<file path="src/common/l2c_pkg.sv">
package l2c_pkg;
  localparam int ADDR_W = 32;
  localparam int DATA_W = 64;
  localparam int IDX_W = 15;
  localparam int TAG_W = 19;
  localparam int TAG_LSB = 13;
  localparam int LINE_LSB = 5;
  localparam int ENT_W = 21;
  localparam int ENT_VALID = 20;
  localparam int ENT_DIRTY = 19;
  localparam int CNT_W = 4;
  localparam logic [1:0] SIZE_256K = 2'h0;
  localparam logic [1:0] SIZE_512K = 2'h1;
  localparam logic [1:0] SIZE_1M = 2'h2;
  localparam logic [1:0] LAST_BEAT = 2'h3;
  localparam logic [CNT_W-1:0] LEAD_NP = 4'h3;
  localparam logic [CNT_W-1:0] LEAD_PIPE = 4'h2;

  typedef enum logic [5:0] {
    D_IDLE = 6'h01,
    D_LOOK = 6'h02,
    D_BURST = 6'h04,
    D_CAST = 6'h08,
    D_MISS = 6'h10,
    D_SNOOP = 6'h20
  } l2c_state_e;

  function automatic logic [IDX_W-1:0] l2c_index(input logic [ADDR_W-1:0] a, input logic [1:0] sz);
    logic [IDX_W-1:0] m;
    m = a[LINE_LSB+IDX_W-1:LINE_LSB];
    if (sz == SIZE_256K) begin
      m[IDX_W-1:IDX_W-2] = 2'h0;
    end else if (sz == SIZE_512K) begin
      m[IDX_W-1] = 1'b0;
    end
    return m;
  endfunction

  function automatic logic l2c_hit(input logic [ENT_W-1:0] e, input logic [ADDR_W-1:0] a);
    return e[ENT_VALID] && (e[TAG_W-1:0] == a[ADDR_W-1:TAG_LSB]);
  endfunction

  function automatic logic [ENT_W-1:0] l2c_entry(input logic v, input logic d, input logic [TAG_W-1:0] t);
    return {v, d, t};
  endfunction
endpackage

</file>
<file path="src/common/l2c_arb_if.sv">
interface l2c_arb_if;
  logic [1:0] req;
  logic abus_free;
  logic ts;
  logic dbusy;
  logic downer;
  logic [1:0] agnt;
  logic [1:0] dgnt;
  logic aowner;
  modport arb(input req, abus_free, ts, dbusy, downer, output agnt, dgnt, aowner);
  modport ctrl(output req, abus_free, ts, dbusy, downer, input agnt, dgnt, aowner);
endinterface

</file>
<file path="src/rtl/l2c_arb.sv">
module l2c_arb #(
  parameter logic PARK = 1'b0
) (
  input wire logic clk_i,
  input wire logic reset_n_i,
  input wire logic ce_i,
  l2c_arb_if.arb bus
);
  import l2c_pkg::*;

  logic owner;
  logic next_owner;

  // Round robin while the address slot is free and no address is acknowledged, otherwise the owner holds.
  always_comb begin
    next_owner = owner;
    if (bus.abus_free && !bus.ts) begin
      if (bus.req[~owner]) begin
        next_owner = ~owner;
      end else if (!bus.req[owner]) begin
        next_owner = PARK;
      end
    end
  end

  always_ff @(posedge clk_i) begin
    if (!reset_n_i) begin
      owner <= PARK;
    end else if (ce_i) begin
      owner <= next_owner;
    end
  end

  assign bus.aowner = owner;
  assign bus.agnt = bus.abus_free ? (owner ? 2'h2 : 2'h1) : 2'h0;
  assign bus.dgnt = (bus.dbusy ? bus.downer : PARK) ? 2'h2 : 2'h1;
endmodule // l2c_arb

</file>
<file path="src/rtl/l2c_ctrl.sv">
module l2c_ctrl #(
  parameter logic PARK_OWNER = 1'b0
) (
  input wire logic clk_i,
  input wire logic reset_n_i,
  input wire logic ce_i,
  input wire logic cfg_wb_mode_i,
  input wire logic [1:0] cfg_size_i,
  input wire logic [l2c_pkg::CNT_W-1:0] cfg_tag_wait_i,
  input wire logic [1:0] br_i,
  output logic [1:0] bg_o,
  output logic [1:0] dbg_o,
  input wire logic ts_i,
  input wire logic [l2c_pkg::ADDR_W-1:0] addr_i,
  input wire logic write_i,
  output logic aack_o,
  output logic ta_o,
  output logic [l2c_pkg::DATA_W-1:0] rdata_o,
  input wire logic [l2c_pkg::DATA_W-1:0] wdata_i,
  output logic [l2c_pkg::IDX_W-1:0] tag_addr_o,
  input wire logic [l2c_pkg::ENT_W-1:0] tag_rdata_i,
  output logic tag_we_o,
  output logic [l2c_pkg::ENT_W-1:0] tag_wdata_o,
  output logic [l2c_pkg::IDX_W+1:0] sram_addr_o,
  output logic sram_we_o,
  output logic [l2c_pkg::DATA_W-1:0] sram_wdata_o,
  input wire logic [l2c_pkg::DATA_W-1:0] sram_rdata_i,
  output logic mem_start_o,
  output logic [l2c_pkg::ADDR_W-1:0] mem_addr_o,
  output logic mem_write_o,
  output logic mem_abort_o,
  output logic mem_wvalid_o,
  output logic mem_castout_o,
  output logic [l2c_pkg::ADDR_W-1:0] mem_cast_addr_o,
  output logic [l2c_pkg::DATA_W-1:0] mem_wdata_o,
  input wire logic mem_ack_i,
  input wire logic [l2c_pkg::DATA_W-1:0] mem_rdata_i,
  input wire logic snoop_req_i,
  input wire logic [l2c_pkg::ADDR_W-1:0] snoop_addr_i,
  input wire logic snoop_inv_i,
  output logic snoop_ack_o,
  output logic snoop_hit_o,
  output logic snoop_dirty_o
);
  import l2c_pkg::*;

  l2c_state_e st;
  logic [CNT_W-1:0] cnt;
  logic [1:0] beat;
  logic [ADDR_W-1:0] cur_addr;
  logic [ADDR_W-1:0] pend_addr;
  logic [ADDR_W-1:0] snp_addr;
  logic cur_write;
  logic cur_owner;
  logic pend_v;
  logic pend_write;
  logic pend_owner;
  logic snp_inv;
  logic [TAG_W-1:0] vtag;
  logic [DATA_W-1:0] rbuf;
  logic rd_ack_q;
  logic mem_start_q;
  logic mem_abort_q;
  logic snp_ack_q;
  logic snp_hit_q;
  logic snp_dirty_q;
  logic start;
  logic last_beat;
  logic decide;
  logic hit;
  logic snp_hit;
  logic victim_dirty;
  logic [IDX_W-1:0] cur_idx;
  logic [1:0] sbeat;
  logic snp_take;

  l2c_arb_if arb_if ();

  l2c_arb #(.PARK(PARK_OWNER)) u_arb (
    .clk_i(clk_i),
    .reset_n_i(reset_n_i),
    .ce_i(ce_i),
    .bus(arb_if.arb)
  );

  // Only one address may wait behind the running data phase, so the grant drops while it is held.
  assign aack_o = ts_i && !pend_v;
  assign arb_if.req = br_i;
  assign arb_if.abus_free = !pend_v;
  assign arb_if.ts = aack_o;
  assign arb_if.dbusy = (st != D_IDLE) && (st != D_SNOOP);
  assign arb_if.downer = cur_owner;
  assign bg_o = arb_if.agnt;
  assign dbg_o = arb_if.dgnt;

  assign cur_idx = l2c_index(cur_addr, cfg_size_i);
  assign hit = l2c_hit(tag_rdata_i, cur_addr);
  assign snp_hit = l2c_hit(tag_rdata_i, snp_addr);
  assign decide = (st == D_LOOK) && (cnt == 4'h1);
  assign victim_dirty = cfg_wb_mode_i && !cur_write && tag_rdata_i[ENT_VALID] && tag_rdata_i[ENT_DIRTY];
  assign last_beat = (beat == LAST_BEAT) && ((st == D_BURST) || ((st == D_MISS) && mem_ack_i));
  assign start = (pend_v || ts_i) && (((st == D_IDLE) && !snoop_req_i) || last_beat);
  // A snoop request still held in the cycle of its answer is not taken a second time.
  assign snp_take = (st == D_IDLE) && snoop_req_i && !snp_ack_q;

  always_ff @(posedge clk_i) begin
    if (!reset_n_i) begin
      st <= D_IDLE;
      beat <= 2'h0;
    end else if (ce_i) begin
      unique case (st)
        D_IDLE: begin
          if (snp_take) begin
            st <= D_SNOOP;
          end else if (start) begin
            st <= D_LOOK;
          end
        end
        D_SNOOP: st <= D_IDLE;
        D_LOOK: begin
          if (decide) begin
            if (hit) begin
              st <= D_BURST;
            end else if (victim_dirty) begin
              st <= D_CAST;
            end else begin
              st <= D_MISS;
            end
          end
        end
        D_BURST: begin
          beat <= beat + 2'h1;
          if (beat == LAST_BEAT) begin
            st <= start ? D_LOOK : D_IDLE;
          end
        end
        D_CAST: begin
          if (mem_ack_i) begin
            beat <= beat + 2'h1;
            if (beat == LAST_BEAT) begin
              st <= D_MISS;
            end
          end
        end
        D_MISS: begin
          if (mem_ack_i) begin
            beat <= beat + 2'h1;
            if (beat == LAST_BEAT) begin
              st <= start ? D_LOOK : D_IDLE;
            end
          end
        end
      endcase
    end
  end

  // The lead count covers the tag access; extra wait states suit slower tag parts.
  always_ff @(posedge clk_i) begin
    if (!reset_n_i) begin
      cnt <= '0;
    end else if (ce_i) begin
      if (start) begin
        cnt <= (last_beat ? LEAD_PIPE : LEAD_NP) - 4'h1 + cfg_tag_wait_i;
      end else if ((st == D_LOOK) && !decide) begin
        cnt <= cnt - 4'h1;
      end
    end
  end

  always_ff @(posedge clk_i) begin
    if (!reset_n_i) begin
      pend_v <= 1'b0;
      pend_addr <= '0;
      pend_write <= 1'b0;
      pend_owner <= 1'b0;
    end else if (ce_i) begin
      if (start && pend_v) begin
        pend_v <= 1'b0;
      end else if (aack_o && !start) begin
        pend_v <= 1'b1;
        pend_addr <= addr_i;
        pend_write <= write_i;
        pend_owner <= arb_if.aowner;
      end
    end
  end

  always_ff @(posedge clk_i) begin
    if (!reset_n_i) begin
      cur_addr <= '0;
      cur_write <= 1'b0;
      cur_owner <= 1'b0;
    end else if (ce_i && start) begin
      cur_addr <= pend_v ? pend_addr : addr_i;
      cur_write <= pend_v ? pend_write : write_i;
      cur_owner <= pend_v ? pend_owner : arb_if.aowner;
    end
  end

  // Memory is started with the lookup instead of after it, which hides the tag time on a miss.
  always_ff @(posedge clk_i) begin
    if (!reset_n_i) begin
      mem_start_q <= 1'b0;
      mem_abort_q <= 1'b0;
      vtag <= '0;
    end else if (ce_i) begin
      mem_start_q <= start;
      mem_abort_q <= decide && hit && !(cur_write && !cfg_wb_mode_i);
      if (decide) begin
        vtag <= tag_rdata_i[TAG_W-1:0];
      end
    end
  end

  always_ff @(posedge clk_i) begin
    if (!reset_n_i) begin
      rbuf <= '0;
      rd_ack_q <= 1'b0;
    end else if (ce_i) begin
      rd_ack_q <= (st == D_MISS) && !cur_write && mem_ack_i;
      if ((decide && hit) || (st == D_BURST)) begin
        rbuf <= sram_rdata_i;
      end else if ((st == D_MISS) && mem_ack_i) begin
        rbuf <= mem_rdata_i;
      end
    end
  end

  always_ff @(posedge clk_i) begin
    if (!reset_n_i) begin
      snp_addr <= '0;
      snp_inv <= 1'b0;
      snp_ack_q <= 1'b0;
      snp_hit_q <= 1'b0;
      snp_dirty_q <= 1'b0;
    end else if (ce_i) begin
      snp_ack_q <= st == D_SNOOP;
      if (snp_take) begin
        snp_addr <= snoop_addr_i;
        snp_inv <= snoop_inv_i;
      end
      if (st == D_SNOOP) begin
        snp_hit_q <= snp_hit;
        snp_dirty_q <= snp_hit && tag_rdata_i[ENT_DIRTY];
      end
    end
  end

  // Tag entries hold valid, dirty and tag only; the arrays carry no parity bits.
  always_comb begin
    tag_we_o = 1'b0;
    tag_wdata_o = l2c_entry(1'b1, 1'b0, cur_addr[ADDR_W-1:TAG_LSB]);
    if ((st == D_BURST) && (beat == 2'h0) && cur_write && cfg_wb_mode_i) begin
      tag_we_o = 1'b1;
      tag_wdata_o = l2c_entry(1'b1, 1'b1, cur_addr[ADDR_W-1:TAG_LSB]);
    end else if ((st == D_MISS) && !cur_write && mem_ack_i && (beat == LAST_BEAT)) begin
      tag_we_o = 1'b1;
    end else if ((st == D_SNOOP) && snp_inv && snp_hit) begin
      tag_we_o = 1'b1;
      tag_wdata_o = l2c_entry(1'b0, 1'b0, snp_addr[ADDR_W-1:TAG_LSB]);
    end
  end

  // Read hits fetch one beat ahead so that processor data leaves from a flip-flop.
  assign sbeat = ((st == D_BURST) && !cur_write) ? beat + 2'h1 : beat;
  assign tag_addr_o = (st == D_SNOOP) ? l2c_index(snp_addr, cfg_size_i) : cur_idx;
  assign sram_addr_o = {cur_idx, sbeat};
  assign sram_we_o = ((st == D_BURST) && cur_write) || ((st == D_MISS) && !cur_write && mem_ack_i);
  assign sram_wdata_o = (st == D_MISS) ? mem_rdata_i : wdata_i;
  assign mem_wdata_o = (st == D_CAST) ? sram_rdata_i : wdata_i;
  assign mem_wvalid_o = (st == D_BURST) && cur_write && !cfg_wb_mode_i;
  assign mem_castout_o = st == D_CAST;
  assign mem_cast_addr_o = {vtag, cur_addr[TAG_LSB-1:LINE_LSB], 5'h00};
  assign mem_start_o = mem_start_q;
  assign mem_abort_o = mem_abort_q;
  assign mem_addr_o = cur_addr;
  assign mem_write_o = cur_write;
  assign ta_o = (st == D_BURST) || ((st == D_MISS) && cur_write && mem_ack_i) || rd_ack_q;
  assign rdata_o = rbuf;
  assign snoop_ack_o = snp_ack_q;
  assign snoop_hit_o = snp_hit_q;
  assign snoop_dirty_o = snp_dirty_q;
endmodule // l2c_ctrl

</file>
<file path="config.mk">
export PLATFORM = sky130hd
export DESIGN_NAME = l2c_ctrl
export DESIGN_NICKNAME = d
export VERILOG_FILES = /design/src/common/l2c_pkg.sv /design/src/common/l2c_arb_if.sv /design/src/rtl/l2c_arb.sv /design/src/rtl/l2c_ctrl.sv
export SDC_FILE = /design/constraint.sdc
export NUM_CORES = 1
export LEC_CHECK = 0
export BUFFER_PORTS_ARGS = -buffer_cell sky130_fd_sc_hd__buf_2
export CORE_AREA = 5 5 239 241
export CTS_CLUSTER_SIZE = 30
export DETAILED_ROUTE_END_ITERATION = 10
export DIE_AREA = 0 0 244 246
export PLACE_DENSITY = 0.4
export SLEW_MARGIN = 10
export SYNTH_ARGS = -nofsm -noshare
export SYNTH_HDL_FRONTEND = slang
export SYNTH_SLANG_ARGS = --single-unit
export TNS_END_PERCENT = 100
</file>
<file path="constraint.sdc">
create_clock -name clk_i -period 2.3 [get_ports clk_i]
set_input_delay 0.23 -clock clk_i [delete_from_list [all_inputs] [get_ports clk_i]]
set_output_delay 0.23 -clock clk_i [all_outputs]
set_load 0.02 [all_outputs]
</file>
==> report_table.html <==
<table>
<tr><th>Metric</th><th>Value</th></tr>
<tr><th colspan="2">Worst setup path</th></tr>
<tr><td>Crit Reg-Reg Endpoint</td><td>mem_addr_o[10]</td></tr>
<tr><td>Startpoint Class</td><td>flop</td></tr>
<tr><td>Crit-path slowest cell</td><td>dfxtp_2</td></tr>
<tr><td>Worst reg-to-reg setup slack</td><td>-0.22 ns</td></tr>
<tr><td>Depth of the worst register-to-register path</td><td>11</td></tr>
<tr><td>Crit path buffers/inverters</td><td>4</td></tr>
<tr><td>Worst Path Max Fanout</td><td>8</td></tr>
<tr><td>Origin of the critical flop-to-flop path</td><td>st[0]</td></tr>
<tr><td>Crit path largest cell delay</td><td>0.34 ns</td></tr>
<tr><td>CP dominant cell by count</td><td>buf_4</td></tr>
<tr><td>Arrival time at the worst endpoint</td><td>2.47 ns</td></tr>
<tr><td>Cell-by-cell trace of the critical path</td><td>xnor2_2 &gt; buf_4 &gt; nor4b_4 &gt; nand3_1 &gt; nor3_2 &gt; buf_4 &gt; nand3_4 &gt; buf_8 &gt; mux2_4 &gt; buf_6</td></tr>
<tr><td>Kind of end point of the critical path</td><td>primary output</td></tr>
<tr><td>Critical Path RT</td><td>2.07 ns</td></tr>
<tr><td>Setup Crit Path Kind</td><td>flop to primary output</td></tr>
<tr><td>Family with the most delay on the worst path</td><td>buffers and inverters</td></tr>
<tr><th colspan="2">Logic synthesis</th></tr>
<tr><td>Register bit count reported by yosys</td><td>199</td></tr>
<tr><td>Synthesized area</td><td>0.01093 sq mm</td></tr>
<tr><td>Post-synth ARST share</td><td>0</td></tr>
<tr><td>Commonest register cell after synthesis</td><td>dfxtp_1</td></tr>
<tr><td>Post-Syn Area per Cell</td><td>7.963 sq um</td></tr>
<tr><td>Sequential fraction of the synthesis area</td><td>0.3644</td></tr>
<tr><td>Post-Syn Instances</td><td>1,373</td></tr>
<tr><td>Post-synthesis cell type count</td><td>55</td></tr>
<tr><td>Post-synthesis cell type with the largest combined area</td><td>dfxtp_1</td></tr>
<tr><td>Number of flops mapped to enable cells by yosys</td><td>0</td></tr>
<tr><td>Count of yosys warnings during synthesis</td><td>0</td></tr>
<tr><td>Post-synth top area share</td><td>0.3644</td></tr>
<tr><td>Synth top area cells</td><td>dfxtp_1 36%, nand2_1 12%, mux2_2 8.5%, nor2_1 7.4%, o221a_2 6.6%</td></tr>
<tr><th colspan="2">Status</th></tr>
<tr><td>Result of the run</td><td>finished with violations</td></tr>
<tr><td>Violated checks</td><td>negative setup slack</td></tr>
<tr><th colspan="2">Die</th></tr>
<tr><td>I/O pin cnt</td><td>619</td></tr>
<tr><td>Core area</td><td>0.05466 sq mm</td></tr>
<tr><td>Height of the die</td><td>246 um</td></tr>
<tr><td>Die outline area</td><td>0.06002 sq mm</td></tr>
<tr><td>Core Rows</td><td>86</td></tr>
<tr><td>Initial core utilization</td><td>0.2000</td></tr>
<tr><td>Chip Width</td><td>244 um</td></tr>
<tr><th colspan="2">Global routing</th></tr>
<tr><td>Gr ovfl total</td><td>0</td></tr>
<tr><td>Via count of the first global-routing pass</td><td>14,060</td></tr>
<tr><td>GRT Util Overall</td><td>0.2130</td></tr>
<tr><td>Wire length of the first global-routing pass</td><td>95,360 um</td></tr>
<tr><td>Antenna violations before repair</td><td>20</td></tr>
<tr><td>Maximum number of pins on one net before global-route repair</td><td>93</td></tr>
<tr><th colspan="2">Power</th></tr>
<tr><td>Worst VDD drop</td><td>0.0006086 V</td></tr>
<tr><td>Power Dens Cells</td><td>443.7 mW/mm^2</td></tr>
<tr><td>Leakage dissipation</td><td>0.01072 uW</td></tr>
<tr><th colspan="2">CTS</th></tr>
<tr><td>Clock-pin slew reported for the worst setup and hold paths after clock tree synthesis</td><td>0.09 ns</td></tr>
<tr><td>CTS max path bufs</td><td>2</td></tr>
<tr><td>Clock root cell</td><td>clkbuf_16</td></tr>
<tr><td>CTS sink cnt</td><td>199</td></tr>
<tr><td>Clock tree from TritonCTS</td><td>done</td></tr>
<tr><td>Total clock buffers created by CTS</td><td>17</td></tr>
<tr><td>Clock insertion delay at the later pin of the skew report</td><td>0.49 ns</td></tr>
<tr><td>Maximum level of the CTS H-tree</td><td>4</td></tr>
<tr><th colspan="2">Placed design</th></tr>
<tr><td>Input/output buffers</td><td>608</td></tr>
<tr><td>GP Congestion</td><td>0.9237</td></tr>
<tr><td>Placed inst area</td><td>0.01546 sq mm</td></tr>
<tr><td>Final HPWL from detailed placement</td><td>47,040 um</td></tr>
<tr><th colspan="2">STA</th></tr>
<tr><td>Transition time at the pin with the least slew margin</td><td>0.6541 ns</td></tr>
<tr><td>Slew Limit Headroom</td><td>0.5639</td></tr>
<tr><td>Unrepaired setup endpoints after global routing</td><td>true</td></tr>
<tr><td>Final min period</td><td>2.698 ns</td></tr>
<tr><td>Share of the clock period used by the worst path</td><td>1.173</td></tr>
<tr><td>Maximum clock skew at final layout</td><td>0.01513 ns</td></tr>
<tr><td>Max-slew violation count</td><td>0</td></tr>
<tr><td>Count of endpoints failing setup in the final report</td><td>296</td></tr>
<tr><td>Timing-limited maximum frequency</td><td>370.7 MHz</td></tr>
<tr><td>Setup tns final</td><td>-51.81 ns</td></tr>
<tr><td>Final hold violation count</td><td>0</td></tr>
<tr><td>Min setup slack post-route</td><td>-0.3976 ns</td></tr>
<tr><th colspan="2">Layout</th></tr>
<tr><td>Multi-input gate area in the final layout</td><td>0.008728 sq mm</td></tr>
<tr><td>Fill cell count</td><td>5,399</td></tr>
<tr><td>Fraction of layout instances using a drive strength above 1</td><td>0.6008</td></tr>
<tr><td>Area growth syn-to-layout</td><td>109.7%</td></tr>
<tr><td>NumNets Final</td><td>2,555</td></tr>
<tr><td>Reg area</td><td>0.004009 sq mm</td></tr>
<tr><td>Total non-filler cell area in the finished layout</td><td>0.02292 sq mm</td></tr>
<tr><th colspan="2">Min path</th></tr>
<tr><td>Type of the tightest min-delay check</td><td>input pin to flop</td></tr>
<tr><td>Endpoint, Worst Hold</td><td>vtag[4]</td></tr>
<tr><td>Hold depth</td><td>3</td></tr>
<tr><td>Worst min-delay path startpoint</td><td>tag_rdata_i[4]</td></tr>
<tr><th colspan="2">Job</th></tr>
<tr><td>Max_cap viols</td><td>0</td></tr>
<tr><th colspan="2">Routing</th></tr>
<tr><td>Total DRC errors in the routed layout</td><td>0</td></tr>
<tr><td>Residual antenna-violating net count after detailed routing</td><td>0</td></tr>
<tr><td>Average detailed-routed wire length per instance</td><td>23.81 um</td></tr>
<tr><td>First-pass DRT Iterations</td><td>7</td></tr>
<tr><td>Detail-routed via count per cell</td><td>4.690</td></tr>
<tr><td>Total via count after detailed routing</td><td>13,990</td></tr>
<tr><td>First-iteration detailed-routing DRC count</td><td>475</td></tr>
<tr><td>WL final</td><td>71,020 um</td></tr>
</table>
## cell families (layout without fill, tap and decap cells)
family,count (synthesis),after routing,share of synthesized area
adders and majority gates,7,7,0.008698
AOI/OAI and AO/OA,192,192,0.1390
and+or+nand+nor,647,647,0.2439
buffers and inverters,132,1022,0.06054
muxes,152,152,0.1487
DFF,199,199,0.3644
xor gates and xnor gates,43,43,0.03445
other,1,17,0.0003430
## what timing repair did
action / in CTS / in global routing
hold buffers: 131 / 0
setup endpoints to repair: 232 / 324
pin swaps: 165 / 152
cloned: 29 / 20
gates resized for setup: 658 / 336
hold endpoints to repair: 130 / 0
setup buffers: 47 / 42
## cell usage in the layout, fill, tap and decap left out, drive strengths merged, types with 12 or more instances in the layout
master and n:
buf 829, nand2 348, nor2 216, dfxtp 199, dlygate4sd3 131, mux2 83, mux2i 69, o221a 64
a21oi 63, a211oi 38, clkbuf 36, xor2 25, xnor2 18, inv 17, nand3 15, nor4 15
diode 12
## layer usage
layer | part of all wire | track usage | wire, um
met5 | 0.00094 | 0 | 67
met1 | 0.39 | 0.2374 | 27460
met2 | 0.52 | 0.3848 | 36590
met4 | 0.040 | 0.08364 | 2856
met3 | 0.057 | 0.05956 | 4042
## per-stage QoR
| stage | std cells | setup slack (ns) | hold WS, ns | total power, uW | utilization |
|---|---|---|---|---|---|
| after detailed placement | 2688 | -0.2362 | 0.4485 | 5995 | 0.2828 |
| after floorplan | 1377 | -0.04901 | 0.3062 | 4926 | - |
| final | 2983 | -0.3976 | 0.07631 | 10170 | 0.4193 |
| after CTS | 2926 | -0.4713 | 0.002956 | 10000 | 0.3808 |
| after global placement | 2688 | -0.3211 | 0.4426 | 5987 | 0.2828 |
| after global routing | 2980 | -0.5222 | 0.04869 | 10610 | 0.4192 |
## final cells by class
class	instances	area share
clock inverters	14	0.007642
repair inverters	1	0.0008734
flip-flops and latches	199	0.1749
well taps	704	0.03843
multi-input cells	1046	0.3808
repair buffers	978	0.3737
clock buffers	18	0.01916
diodes	12	0.001310
inverters	11	0.003166
## worst max-delay path by stage
| stage | from | endpoint | slack [ns] | cells after the start |
|---|---|---|---|---|
| floorplan | st[3] | cnt[1] | -0.05 | 10 |
| global placement | tag_rdata_i[3] | tag_wdata_o[13] | -0.32 | 11 |
| detailed placement | tag_rdata_i[3] | tag_wdata_o[13] | -0.24 | 11 |
| CTS | snp_addr[16] | tag_wdata_o[13] | -0.47 | 10 |
| global route | snp_addr[16] | tag_wdata_o[14] | -0.52 | 10 |
| finish | snp_addr[16] | tag_wdata_o[13] | -0.40 | 10 |
## state kept, by name, indices dropped and copies added, names as in the netlist, 2 cells and up
name and flops:
mem_addr_o 32, vtag 19, st 6, pend_addr 32, cnt 4, beat 2
snp_addr 27, rdata_o 64
## report_power, final
| group | leakage (uW) | switching (uW) | total, uW | internal [uW] |
|---|---|---|---|---|
| clock | 0.000303 | 1700 | 3300 | 1600 |
| combinational | 0.00880 | 1640 | 3170 | 1520 |
| sequential | 0.00162 | 126 | 3700 | 3580 |
## worst min-delay path: cells and delay by family
family | cells | cell delay (ns)
AND/OR/NAND/NOR | 1 | 0.09
AO/OA/AOI/OAI | 1 | 0.06
buffers and inverters | 1 | 0.14
## cell usage after synthesis, types with 6 or more instances
cell type,instances
nor3_1,9
buf_2,13
o21ai_0,8
nand3_1,15
buf_4,40
mux2i_1,69
ha_1,6
buf_1,7
nand4_1,9
a21oi_1,63
inv_1,9
o221a_2,64
clkbuf_1,61
mux2_2,83
xor2_1,25
a211oi_1,37
nor2_1,216
xnor2_1,18
nand2_1,348
dfxtp_1,199
nor4_1,14
nand3b_1,6
Power figures use the tool's default switching activity.
